### src/hdl/ies_consts.vh
`ifndef IES_CONSTS_VH
`define IES_CONSTS_VH

// Status register bit positions.
`define IES_MS_FORCE_DESC 0
`define IES_MS_INH_PFAULT 1
`define IES_MS_PERF_MON 2
`define IES_MS_NO_OVERLAP 3
`define IES_MS_OVERFLOW 4
`define IES_MS_NONZERO 5
`define IES_MS_NEGATIVE 6
`define IES_MS_BOOLEAN 7
`define IES_MS_BYP_PAGE 8
`define IES_MS_BYP_NAME 9
`define IES_MS_IC_INH 10
`define IES_MS_BD_SYSERR 11
`define IES_MS_ACC_SYSERR 12
`define IES_MS_EXEC 13
`define IES_MS_LEVEL1 14
`define IES_MS_LEVEL0 15

// Bits a user program may alter; the rest are system mode bits.
`define IES_MS_USER_MASK 16'h00f3
`define IES_MS_ALL_MASK 16'hffff
`define IES_MS_RESET 16'h0000

// Interrupt numbers, lowest is serviced first.
`define IES_INT_SYSERR 3'h0
`define IES_INT_CPR_NEQ 3'h1
`define IES_INT_EXCHANGE 3'h2
`define IES_INT_PERIPH 3'h3
`define IES_INT_ICOUNT 3'h4
`define IES_INT_ILL_ORDER 3'h5
`define IES_INT_PFAULT 3'h6
`define IES_INT_SOFTWARE 3'h7
`define IES_NUM_INT 8

// Vector table base, in 64-bit words of the first common segment.
`define IES_VEC_BASE 16'h0010

// System error status bit indices (index 0 stands for status bit 48).
`define IES_SE_CONSOLE 0
`define IES_SE_HW 1
`define IES_SE_BD 8
`define IES_SE_ACC 9
`define IES_SE_ILL_FUNC 10
`define IES_SE_PFAULT 11
`define IES_SE_CPR_NEQ 13

// Register port addresses.
`define IES_REG_STATUS 8'h00
`define IES_REG_SYSERR 8'h08
`define IES_REG_ICOUNT 8'h10
`define IES_REG_PENDING 8'h1a

`endif

### src/hdl/ies_sticky.v
`timescale 1ns/1ps
// Bank of sticky flags; a set in the same cycle as a clear wins.
module ies_sticky #(
	parameter W = 8
) (
	input wire clk_sys,
	input wire arst_n,
	input wire [W-1:0] set,
	input wire [W-1:0] clr,
	output reg [W-1:0] q
);
	// Clearing first and setting after keeps an arriving event from being lost.
	always @(posedge clk_sys or negedge arst_n) begin
		if (!arst_n) begin
			q <= {W{1'b0}};
		end else begin
			q <= (q & ~clr) | set;
		end
	end
endmodule // ies_sticky

### src/hdl/ies_prio8.v
`timescale 1ns/1ps
// Picks the lowest numbered active request of eight.
module ies_prio8 (
	input wire [7:0] req,
	output reg valid,
	output reg [2:0] idx
);
	integer i;
	// Scanning downward lets the lowest index overwrite the others.
	always @* begin
		valid = 1'b0;
		idx = 3'h0;
		for (i = 7; i >= 0; i = i - 1) begin
			if (req[i]) begin
				valid = 1'b1;
				idx = i[2:0];
			end
		end
	end
endmodule // ies_prio8

### src/hdl/ies_entry_ctrl.v
`timescale 1ns/1ps
`include "ies_consts.vh"
// Function
// (RL1) Eight interrupt causes, system and process groups, each with three-bit number.
// (RL2) Among pending interrupts the lowest number is serviced first.
// (RL3) Taking an interrupt halts work and sets a non-interruptible entry flag.
// (RL4) First entry step saves 64-bit link: status, name base, control address.
// (RL5) Link goes to entry I word one; new link loads from word two.
// (RL6) Vector table is sixteen 64-bit words from word 16 of segment one.
// (RL7) Page-register mismatch entry skips drain; handler preserves the operand buffer.
// (RL8) Other causes wait until all earlier instructions complete.
// (RL9) Pending unserviced interrupts are readable at status line 26.
// (RL10) Status is 16 bits; users alter only bits 0, 1, 4 to 7.
// (RL11) System mode bits 2, 3, 8 to 15 writable only when privileged.
// (RL12) Executive bit set on interrupt entry and on executive calls.
// (RL13) Low status bits: descriptor, fault inhibit, monitor, no-overlap, test bits.
// (RL14) High status bits: bypasses, counter inhibit, fault routing, executive, levels.
// (RL15) Special access allowed when bit 13, 14, 15 or entry flag set.
// (RL16) Name store bypassed while entry flag is set.
// (RL17) Faults become system errors per bits 11, 12, or privilege.
// (RL18) Level-0 flag maps operands to eight fast registers, no store access.
// (RL19) Page mismatch or illegal function under level 0 raises system error.
// (RL20) After a system error, further ones block until status reset or console.
// (RL21) Console interrupt records status bit 48 and forces page register bypass.
// (RL22) Instruction counter reaching zero interrupts unless its inhibit bit is set.
// (RL23) Level inhibits: level 1 by L1, L0, entry; level 0 by L0, entry; the code holds off system error (0) by entry only.
// (RL24) Instruction counter stops while bit 10, 14, 15 or entry set.
module ies_entry_ctrl (
	input wire clk_sys,
	input wire arst_n,
	input wire ev_cpr_neq,
	input wire ev_exchange,
	input wire ev_periph,
	input wire ev_software,
	input wire ev_ill_order,
	input wire ev_fault_bd,
	input wire ev_fault_acc,
	input wire ev_fault_other,
	input wire ev_ill_func,
	input wire ev_hw_error,
	input wire ev_console,
	input wire ins_retired,
	input wire pipe_idle,
	input wire xc_exec,
	input wire ms_wr,
	input wire [15:0] ms_wmask,
	input wire [15:0] ms_wdata,
	input wire [15:0] cur_name_base,
	input wire [31:0] cur_control_address,
	output wire halt_req,
	output wire entry_flag,
	output wire store_req,
	output wire store_we,
	output reg [15:0] store_addr,
	output reg [63:0] store_wdata,
	input wire store_ack,
	input wire [63:0] store_rdata,
	output reg link_load,
	output reg [15:0] new_name_base,
	output reg [31:0] new_control_address,
	output reg [2:0] int_number,
	output wire [15:0] machine_status,
	output wire priv_access,
	output wire bypass_page_regs,
	output wire bypass_name_store,
	output wire ic_stopped,
	input wire [15:0] opnd_addr,
	output reg fast_reg_hit,
	output reg [2:0] fast_reg_sel,
	input wire [7:0] reg_addr,
	input wire [15:0] reg_wdata,
	input wire reg_wr,
	input wire reg_rd,
	output reg [15:0] reg_rdata
);
	localparam ST_IDLE = 5'h01;
	localparam ST_DRAIN = 5'h02;
	localparam ST_SAVE = 5'h04;
	localparam ST_LOAD = 5'h08;
	localparam ST_APPLY = 5'h10;

	reg [4:0] state_reg;
	reg [4:0] state_next;
	reg [15:0] ms_reg;
	reg [15:0] ms_next;
	reg [15:0] ic_reg;
	reg [15:0] ic_next;
	reg [63:0] newlink_reg;
	reg se_block_reg;
	reg console_byp_reg;
	reg [15:0] wr_mask;
	reg [15:0] wr_data;
	wire [7:0] pend;
	reg [7:0] pend_set;
	reg [7:0] pend_clr;
	wire [15:0] se_stat;
	reg [15:0] se_set;
	wire [15:0] se_clr;
	wire [7:0] enabled;
	wire any_en;
	wire [2:0] win_idx;
	wire ms_l0;
	wire ms_l1;
	wire ms_exec;
	wire in_entry;
	wire fault_bd_se;
	wire fault_acc_se;
	wire fault_other_se;
	wire ill_func_se;
	wire cpr_se;
	wire se_event;
	wire ic_zero_ev;
	wire se_reg_wr;

	assign ms_l0 = ms_reg[`IES_MS_LEVEL0];
	assign ms_l1 = ms_reg[`IES_MS_LEVEL1];
	assign ms_exec = ms_reg[`IES_MS_EXEC];
	assign in_entry = (state_reg != ST_IDLE);
	assign entry_flag = in_entry; // see RL3
	assign halt_req = in_entry; // see RL3
	assign machine_status = ms_reg; // see RL10

	// Privilege, bypasses and counter stop, derived from status, the entry flag and the console bypass register.
	assign priv_access = ms_exec | ms_l1 | ms_l0 | in_entry; // see RL15
	assign bypass_page_regs = ms_reg[`IES_MS_BYP_PAGE] | console_byp_reg; // see RL14 see RL21
	assign bypass_name_store = ms_reg[`IES_MS_BYP_NAME] | in_entry; // see RL16
	assign ic_stopped = ms_reg[`IES_MS_IC_INH] | ms_l1 | ms_l0 | in_entry; // see RL24

	// Fault routing; a routed fault no longer reaches its normal interrupt.
	assign fault_bd_se = ev_fault_bd & ms_reg[`IES_MS_BD_SYSERR]; // see RL17
	assign fault_acc_se = ev_fault_acc & ms_reg[`IES_MS_ACC_SYSERR]; // see RL17
	assign fault_other_se = ev_fault_other & priv_access; // see RL17
	assign ill_func_se = ev_ill_func & (ms_l0 | priv_access); // see RL19 see RL17
	assign cpr_se = ev_cpr_neq & ms_l0; // see RL19
	assign se_event = |se_set;
	assign se_reg_wr = reg_wr & (reg_addr == `IES_REG_SYSERR);
	// Writing the system error status resets it, whatever data is written.
	assign se_clr = se_reg_wr ? 16'hffff : 16'h0000;

	// System error status bits; these only record causes.
	always @* begin
		se_set = 16'h0000;
		se_set[`IES_SE_CONSOLE] = ev_console; // see RL21
		se_set[`IES_SE_HW] = ev_hw_error;
		se_set[`IES_SE_BD] = fault_bd_se;
		se_set[`IES_SE_ACC] = fault_acc_se;
		se_set[`IES_SE_ILL_FUNC] = ill_func_se;
		se_set[`IES_SE_PFAULT] = fault_other_se;
		se_set[`IES_SE_CPR_NEQ] = cpr_se;
	end

	ies_sticky #(.W(16)) u_se_stat (
		.clk_sys(clk_sys),
		.arst_n(arst_n),
		.set(se_set),
		.clr(se_clr),
		.q(se_stat)
	);

	// Counter zero fires only on the decrement that reaches zero.
	assign ic_zero_ev = ins_retired & ~ic_stopped & (ic_reg == 16'h0001) & ~ms_reg[`IES_MS_IC_INH]; // see RL22

	// Pending set and clear; the serviced cause is cleared as its entry completes.
	always @* begin
		pend_set = 8'h00;
		// A console press or a status reset lifts the block, so an error that arrives with it is still entered.
		pend_set[`IES_INT_SYSERR] = se_event & (~se_block_reg | ev_console | se_reg_wr); // see RL20 see RL21
		pend_set[`IES_INT_CPR_NEQ] = ev_cpr_neq & ~cpr_se; // see RL19
		pend_set[`IES_INT_EXCHANGE] = ev_exchange;
		pend_set[`IES_INT_PERIPH] = ev_periph;
		pend_set[`IES_INT_ICOUNT] = ic_zero_ev; // see RL22
		pend_set[`IES_INT_ILL_ORDER] = ev_ill_order | (ev_ill_func & ~ill_func_se);
		pend_set[`IES_INT_PFAULT] = ~ms_reg[`IES_MS_INH_PFAULT] &
			((ev_fault_bd & ~fault_bd_se) | (ev_fault_acc & ~fault_acc_se) |
			(ev_fault_other & ~fault_other_se)); // see RL13
		pend_set[`IES_INT_SOFTWARE] = ev_software;
		pend_clr = 8'h00;
		if (state_reg == ST_APPLY) begin
			pend_clr[int_number] = 1'b1;
		end
	end

	ies_sticky #(.W(`IES_NUM_INT)) u_pend (
		.clk_sys(clk_sys),
		.arst_n(arst_n),
		.set(pend_set),
		.clr(pend_clr),
		.q(pend)
	);

	// Level inhibits; system errors are held off only during an entry.
	assign enabled[3:0] = {pend[3:1] & {3{~(ms_l0 | in_entry)}}, pend[0] & ~in_entry}; // see RL23
	assign enabled[7:4] = pend[7:4] & {4{~(ms_l1 | ms_l0 | in_entry)}}; // see RL23

	ies_prio8 u_prio (
		.req(enabled),
		.valid(any_en),
		.idx(win_idx)
	); // see RL2 see RL1

	// Entry sequencer next state.
	always @* begin
		state_next = state_reg;
		case (state_reg)
			ST_IDLE: begin
				if (any_en) begin
					state_next = ST_DRAIN; // see RL3
				end
			end
			ST_DRAIN: begin
				// A page mismatch enters at once and may leave an order half done.
				if (pipe_idle || (int_number == `IES_INT_CPR_NEQ)) begin
					state_next = ST_SAVE; // see RL7 see RL8
				end
			end
			ST_SAVE: begin
				if (store_ack) begin
					state_next = ST_LOAD;
				end
			end
			ST_LOAD: begin
				if (store_ack) begin
					state_next = ST_APPLY;
				end
			end
			ST_APPLY: begin
				state_next = ST_IDLE;
			end
			default: begin
				state_next = ST_IDLE;
			end
		endcase
	end

	assign store_req = (state_reg == ST_SAVE) || (state_reg == ST_LOAD);
	assign store_we = (state_reg == ST_SAVE); // see RL4

	// Sequencer registers, link capture and table addressing.
	always @(posedge clk_sys or negedge arst_n) begin
		if (!arst_n) begin
			state_reg <= ST_IDLE;
			int_number <= 3'h0;
			store_addr <= 16'h0000;
			store_wdata <= 64'h0000000000000000;
			newlink_reg <= 64'h0000000000000000;
			link_load <= 1'b0;
			new_name_base <= 16'h0000;
			new_control_address <= 32'h00000000;
		end else begin
			state_reg <= state_next;
			link_load <= 1'b0;
			if ((state_reg == ST_IDLE) && any_en) begin
				int_number <= win_idx;
			end
			if ((state_reg == ST_DRAIN) && (state_next == ST_SAVE)) begin
				store_wdata <= {ms_reg, cur_name_base, cur_control_address}; // see RL4
				store_addr <= `IES_VEC_BASE + {12'h000, int_number, 1'b0}; // see RL5 see RL6
			end
			if ((state_reg == ST_SAVE) && store_ack) begin
				store_addr <= `IES_VEC_BASE + {12'h000, int_number, 1'b1}; // see RL5
			end
			if ((state_reg == ST_LOAD) && store_ack) begin
				newlink_reg <= store_rdata; // see RL5
			end
			if (state_reg == ST_APPLY) begin
				new_name_base <= newlink_reg[47:32];
				new_control_address <= newlink_reg[31:0];
				link_load <= 1'b1;
			end
		end
	end

	// Merge of status writes; register port and pipeline share the privilege gate.
	always @* begin
		wr_mask = 16'h0000;
		wr_data = ms_wdata;
		if (reg_wr && (reg_addr == `IES_REG_STATUS)) begin
			wr_mask = `IES_MS_ALL_MASK;
			wr_data = reg_wdata;
		end else if (ms_wr) begin
			wr_mask = ms_wmask;
		end
		if (!priv_access) begin
			wr_mask = wr_mask & `IES_MS_USER_MASK; // see RL10 see RL11
		end
		ms_next = (ms_reg & ~wr_mask) | (wr_data & wr_mask);
		if (xc_exec) begin
			ms_next[`IES_MS_EXEC] = 1'b1; // see RL12
		end
		// The entry link replaces the whole status, then executive mode is forced.
		if (state_reg == ST_APPLY) begin
			ms_next = newlink_reg[63:48]; // see RL5
			ms_next[`IES_MS_EXEC] = 1'b1; // see RL12
		end
	end

	// Instruction counter; software may reload it at any time.
	always @* begin
		ic_next = ic_reg;
		if (reg_wr && (reg_addr == `IES_REG_ICOUNT)) begin
			ic_next = reg_wdata;
		end else if (ins_retired && !ic_stopped) begin
			ic_next = ic_reg - 16'h0001; // see RL24
		end
	end

	// Status, counter, system error blocking and console bypass registers.
	always @(posedge clk_sys or negedge arst_n) begin
		if (!arst_n) begin
			ms_reg <= `IES_MS_RESET;
			ic_reg <= 16'h0000;
			se_block_reg <= 1'b0;
			console_byp_reg <= 1'b0;
		end else begin
			ms_reg <= ms_next;
			ic_reg <= ic_next;
			// Taking a system error blocks the next; the block outlives the handler.
			if ((state_reg == ST_APPLY) && (int_number == `IES_INT_SYSERR)) begin
				se_block_reg <= 1'b1; // see RL20
			end else if (se_reg_wr || ev_console) begin
				se_block_reg <= 1'b0; // see RL20
			end
			if (ev_console) begin
				console_byp_reg <= 1'b1; // see RL21
			end else if (se_reg_wr) begin
				console_byp_reg <= 1'b0;
			end
		end
	end

	// Fast register decode; only the low three address bits matter in level 0.
	always @(posedge clk_sys or negedge arst_n) begin
		if (!arst_n) begin
			fast_reg_hit <= 1'b0;
			fast_reg_sel <= 3'h0;
		end else begin
			fast_reg_hit <= ms_l0; // see RL18
			fast_reg_sel <= opnd_addr[2:0]; // see RL18
		end
	end

	// Register port read data, valid in the cycle after the strobe only.
	always @(posedge clk_sys or negedge arst_n) begin
		if (!arst_n) begin
			reg_rdata <= 16'h0000;
		end else if (reg_rd) begin
			case (reg_addr)
				`IES_REG_STATUS: reg_rdata <= ms_reg;
				`IES_REG_SYSERR: reg_rdata <= se_stat;
				`IES_REG_ICOUNT: reg_rdata <= ic_reg;
				`IES_REG_PENDING: reg_rdata <= {8'h00, pend}; // see RL9
				default: reg_rdata <= 16'h0000;
			endcase
		end else begin
			reg_rdata <= 16'h0000;
		end
	end
endmodule // ies_entry_ctrl

### config.mk
export PLATFORM = sky130hd
export DESIGN_NAME = ies_entry_ctrl
export DESIGN_NICKNAME = d
export VERILOG_FILES = /design/src/hdl/ies_sticky.v /design/src/hdl/ies_prio8.v /design/src/hdl/ies_entry_ctrl.v
export VERILOG_INCLUDE_DIRS = /design/src /design/src/hdl
export SDC_FILE = /design/constraint.sdc
export NUM_CORES = 1
export LEC_CHECK = 0
export BUFFER_PORTS_ARGS = -buffer_cell sky130_fd_sc_hd__buf_4
export CORE_ASPECT_RATIO = 2
export CORE_MARGIN = 2
export CORE_UTILIZATION = 54
export CTS_CLUSTER_DIAMETER = 120
export DETAILED_ROUTE_END_ITERATION = 16
export PLACE_DENSITY = 0.85
export REMOVE_ABC_BUFFERS = 1
export SYNTH_ARGS = -nofsm -noshare
export SYNTH_HDL_FRONTEND = slang
export SYNTH_SLANG_ARGS = --single-unit
### constraint.sdc
create_clock -name clk_sys -period 3.9 [get_ports clk_sys]
set_clock_uncertainty 0.05 [all_clocks]
set_input_delay 0.39 -clock clk_sys [delete_from_list [all_inputs] [get_ports clk_sys]]
set_output_delay 0.39 -clock clk_sys [all_outputs]
set_load 0.005 [all_outputs]
**After elaboration in Yosys (flattened, before gate mapping)**

Cells that the tools add are included.

- Register bits: 279
- Bits in latches: 0
- RAM bits: 0
- Bits in read-only memories: 0
- Bits of input ports: 204
- Output and inout bits: 176
- Logic and storage cells: 154
- Memories kept: 0

- $add $sub $neg: 3
- $mul: 0
- Div/mod/pow operators: 0
- $lt $le $gt $ge: 2
- Equal/unequal tests: 12
- Shifts and indexed selects: 0
- Mux-type cells: 42
- Bitwise logic cells: 58
- Reduce and logical (&&, ||, !) cells: 20

Operators with widths:

| kind | count |
|---|---|
| $mux W16 | 11 |
| $pmux W16 S4 | 1 |
| $and A16 B16 Y16 | 3 |
| $not A16 Y16 | 2 |
| $mux W3 | 8 |
| $mux W5 | 4 |
| $pmux W5 S4 | 1 |
| $and A1 B1 Y1 | 17 |
| $or A1 B1 Y1 | 17 |
| $eq A16 B1 Y1 const B | 1 |
| $eq A8 B5 Y1 const B | 2 |
| $or A16 B14 Y16 | 1 |
| $or A16 B16 Y16 | 1 |
| $sub A16 B1 Y16 const B | 1 |
| $mux W1 | 15 |
| $add A5 B4 Y6 const A | 2 |
| $not A1 Y1 | 12 |
| $eq A5 B3 Y1 const B | 2 |
| $logic_and A1 B1 Y1 | 9 |
| $and A8 B8 Y8 | 1 |
| $eq A8 B4 Y1 const B | 1 |
| $logic_not A8 Y1 | 1 |
| $mux W8 | 1 |
| $not A8 Y8 | 1 |
| 17 further kinds | 22 |

**Longest topological paths before layout**

- Depth after elaboration: 18
- Depth in mapped cells: 9
- Mapped depth without buffers: 7

**By module**

Synthesis repeated with hierarchy kept, for this count alone.

- Cells, all modules: 1135
- Area, all modules: 11367.2 sq um

By module, submodules not included:

| module | instances | cells each | area each (sq um) | sequential area each (sq um) |
|---|---|---|---|---|
| ies_entry_ctrl | 1 | 1050 | 10416.2 | 6082.1 |
| ies_sticky (u_se_stat) | 1 | 48 | 580.6 | 400.4 |
| ies_sticky (u_pend) | 1 | 24 | 290.3 | 200.2 |
| ies_prio8 | 1 | 13 | 80.1 | 0.0 |

**Worst setup path after synthesis**

No wires, ideal clock.

- Kind: input to register
- Start point: input port reg_addr[2]
- End point: register se_block_reg
- Setup time: 0.120 ns
- Arrival: 2.016 ns
- Path slack: 1.714 ns
- Cell stages on the path: 6
- Path buffers: 1
- Path through: or4_1 -> clkbuf_1 -> nor3b_4 -> nand3_2 -> and3b_1 -> a31o_1

- Longest elaborated chain between the ends: 4

Ends and longest elaborated chain:

| element | line | text |
|---|---|---|
| from (decl) | ies_entry_ctrl.v:70 | `input wire [7:0] reg_addr,` |
| $eq A8 B4 Y1 | n/a |  |
| $and A1 B1 Y1 | ies_entry_ctrl.v:136 | `` assign se_reg_wr = reg_wr & (reg_addr == `IES_REG_SYSERR); `` |
| $logic_or A1 B1 Y1 | ies_entry_ctrl.v:320 | `end else if (se_reg_wr \|\| ev_console) begin` |
| $reduce_bool A2 Y1 (no line) | n/a |  |
| to (signal assigned) | ies_entry_ctrl.v:312 | `se_block_reg <= 1'b0;` |
| to (signal assigned) | ies_entry_ctrl.v:319 | `se_block_reg <= 1'b1;` |
| to (signal assigned) | ies_entry_ctrl.v:321 | `se_block_reg <= 1'b0;` |
| to (decl) | ies_entry_ctrl.v:89 | `reg se_block_reg;` |

Every way passes these cells.
A chain may end at the register's enable or synchronous reset.

==> impl_summary.txt <==
----------------------------------------------------
[Clocking]
  Clock sink count ... 267
  Number of buffers created by CTS ... 23
  CTS tree ... yes
  Buffer levels on the longest clock path ... 3
  Cell at the root of the clock tree ... clkbuf_16
  Number of buffers inserted to repair setup after CTS ... 0
  Hold-fix buffers at CTS ... 30
  H-Tree Level Count ... 1
  Reg clk slew, reported paths ... 0.07 ns
  CTS-repair resized insts ... 0
  Skew-Pair Late Insertion Delay ... 0.52 ns

[STA]
  Final Cycle Share ... 69.1%
  Worst-case hold slack ... 0.0112 ns
  Minimum period implied by the final worst setup slack ... 2.70 ns
  Number of max-slew violations in the final report ... 0
  Highest Clock Rate ... 371 MHz
  Setup WS post-layout ... 1.20 ns
  Final setup violation count ... 0
  Final hold violations ... 0
  Unrepaired setup endpoints after global routing ... no
  Slew margin rel. ... 21.6%
  Transition at the pin with the smallest max-transition slack ... 1.18 ns

[Layout]
  Final instance count without filler cells ... 1766
  Area growth from synthesis to final layout ... 35.4%
  Final nets ... 1690
  Filler cells ... 1434
  Final core utilization ... 74.4%
  Share of post-route cells with drive strength above 1 ... 32.7%
  Flip-flop count of the largest register after layout ... 64

[Global route]
  Number of global-route vias before repair ... 10300
  Number of antenna violations at the first check in global routing ... 1
  First-pass GRT wire length ... 53.4 mm
  Overflow left after global routing ... 0
  Total routing resource utilization after global routing ... 31.1%
  Largest net degree at the start of global routing ... 102

[Drt]
  Final antenna-violating net count ... 0
  Residual DRC count ... 0
  Detailed Route Iter0 Violations ... 533
  WL/cell ... 19.3 um
  Via count ... 9785
  Router iterations before antenna repair ... 5
  Routed via count divided by cell count ... 5.54
  Final Routed Wirelength ... 34.1 mm

[Yosys]
  Seq cells post-synth ... 267
  Syn Area/Cell ... 10.0 sq um
  Fraction of the yosys area taken by sequential cells ... 59.4%
  Top flip-flop cell by instance count after synthesis ... dfrtp_1
  Synthesized area ... 11200 sq um
  Count of yosys warnings during synthesis ... 0
  Async SR Flop Fraction ... 100%
  Area contributors post-synth ... dfrtp_1 59%, nand2_1 13%, mux2_2 6.6%
  Most area-hungry cell type in the Yosys netlist ... dfrtp_1
  Share of Yosys cell area claimed by the top area cell type ... 59.2%
  Synthesized instance count ... 1124
  Number of enable-type register cells in the synthesized netlist ... 0
  Number of unique standard cell types used by synthesis ... 59

[Critical path]
  Worst setup EP type ... output pin
  Reg2reg setup slack ... 1.38 ns
  Arrival time at the worst endpoint ... 2.26 ns
  Critical path destination ... ic_stopped
  Category of the most critical setup path ... reg -> out
  Critical path's slowest cell ... or4_4
  CP dominant cell by count ... or4_4
  Capturing point of the worst reg2reg path ... store_addr[3]$_DFFE_PN0P_
  Highest fanout seen on the critical path ... 9
  Cell depth of the worst flop-to-flop path ... 5
  Stage delay of the slowest cell on the critical path ... 0.54 ns
  Startpoint type of the worst setup path ... flop
  Startpoint of the worst-slack reg-to-reg timing path ... int_number[2]$_DFFE_PN0P_
  Crit path required time ... 3.46 ns
  Cells along the critical path ... or4_4, or4_4, buf_4

[Power and ir drop]
  P_leak ... 7.84 nW
  Largest voltage drop on the vdd net ... 450 uV
  Pwr Total ... 8.44 mW
  PD cells ... 554 nW/um^2

[Floorplan]
  Site row count ... 74
  Core ar. ... 20500 sq um
  Horizontal die dimension ... 106 um
  Die height ... 208 um
  DIE AREA ... 22100 sq um
  I/O pin count ... 380
  Effective utilization at floorplan ... 55.0%

[Placement]
  Final weighted congestion in routability-driven placement ... 0.948
  Number of buffers inserted by port buffering ... 354
  Placed Instances ... 1695
  Final HPWL from detailed placement ... 23.6 mm
  Worst-case setup slack after placement ... 1.22 ns

[Run status]
  Run status ... complete, no violations

[Worst hold path]
  Path category of the worst min-delay check ... in -> reg

[Flow run]
  Max-cap violation count ... 0

----------------------------------------------------
layer usage:
layer / vias up / GRT usage (%) / part of all wire [%]
met5: - / 0 / 0
met2: 493 / 55.9 / 54
li1: 4442 / - / -
met4: 0 / 21.0 / 7.0
met3: 141 / 5.04 / 6.5
met1: 4709 / 32.7 / 33
synthesized netlist by cell type (all sizes together), types with 2 or more instances:
cell type,count
a221oi,2
xnor2,6
xor2,11
a21o,6
a21oi,42
nand2,380
or4,4
ha,2
or2,4
mux2,67
dfrtp,266
or3,8
nand4,6
nor2,63
nor2b,3
buf,31
inv,12
a22o,20
o41ai,2
o31ai,6
clkbuf,39
and2,10
nor4,23
and3,2
o21ai,21
nand3,24
nand2b,5
nor3b,4
a22oi,17
and3b,3
nor3,18
final cells by class:
class                           count  area (sq um)  area share [%]
Antenna cell                        1          2.50          0.0164
Clock buffer                       27           621            4.08
Clock inverter                     13           203            1.33
Inverter                           13          48.8           0.321
Multi-Input combinational cell    784          4260            28.0
Sequential cell                   267          6680            43.9
Tap cell                          266           333            2.19
Timing Repair Buffer              395          3070            20.2
logic make-up (layout without fill, tap and decap cells):
logic type | count (synthesis) | in the layout | share of synthesized area [%]
AOI/OAI and AO/OA | 123 | 123 | 7.11
muxes | 68 | 68 | 6.80
xor gates and xnor gates | 17 | 17 | 1.32
buffers and inverters | 83 | 448 | 3.26
DFF | 267 | 267 | 59.4
and+or+nand+nor | 563 | 563 | 21.8
other | 1 | 12 | 0.0333
adders and majority gates | 2 | 2 | 0.223
placed cells by master (no fill, tap or decap), types with 8 or more instances in the layout:
master           n
a21oi_1         42
a22o_1          20
a22oi_1         17
and2_1          10
buf_4          362
clkbuf_16       23
conb_1          11
dfrtp_1        266
dlygate4sd3_1   30
inv_1           10
mux2_2          66
nand2_1        380
nand3_1         22
nor2_1          63
nor3_1          18
nor4_1          20
o21ai_0         19
or3_1            8
xor2_1          11
worst min-delay path by stage:
stage	slack, ns	end	from	cells after the start
floorplan	0.04	async pin	arst_n	0
global placement	0.40	new_control_address[28]$_DFFE_PN0P_	newlink_reg[28]$_DFFE_PN0P_	2
detailed placement	0.40	new_name_base[1]$_DFFE_PN0P_	newlink_reg[33]$_DFFE_PN0P_	2
CTS	0.0001	newlink_reg[63]$_DFFE_PN0P_	store_rdata[63]	3
global route	0.01	newlink_reg[29]$_DFFE_PN0P_	store_rdata[29]	3
finish	0.01	newlink_reg[56]$_DFFE_PN0P_	store_rdata[56]	3
through the flow:
stage | setup TNS [ns] | instance area [sq um]
2_1_floorplan | -15.59 | 11000
3_3_place_gp | 0 | 14100
3_5_place_dp | 0 | 14100
4_1_cts | 0 | 15200
5_1_grt | 0 | 15200
6_report | 0 | 15200
report_power, final:
group,total (mW),internal (mW),switching (mW)
clock network,2.51,1.48,1.03
registers,3.86,3.40,0.455
logic,2.07,1.20,0.875
critical path: cells and delay by family (launching register included):
family | cells | cell delay [ns]
flops | 1 | 0.51
simple gates | 2 | 1.05
buf+inv | 1 | 0.18
(Power assumes the default switching activity.)
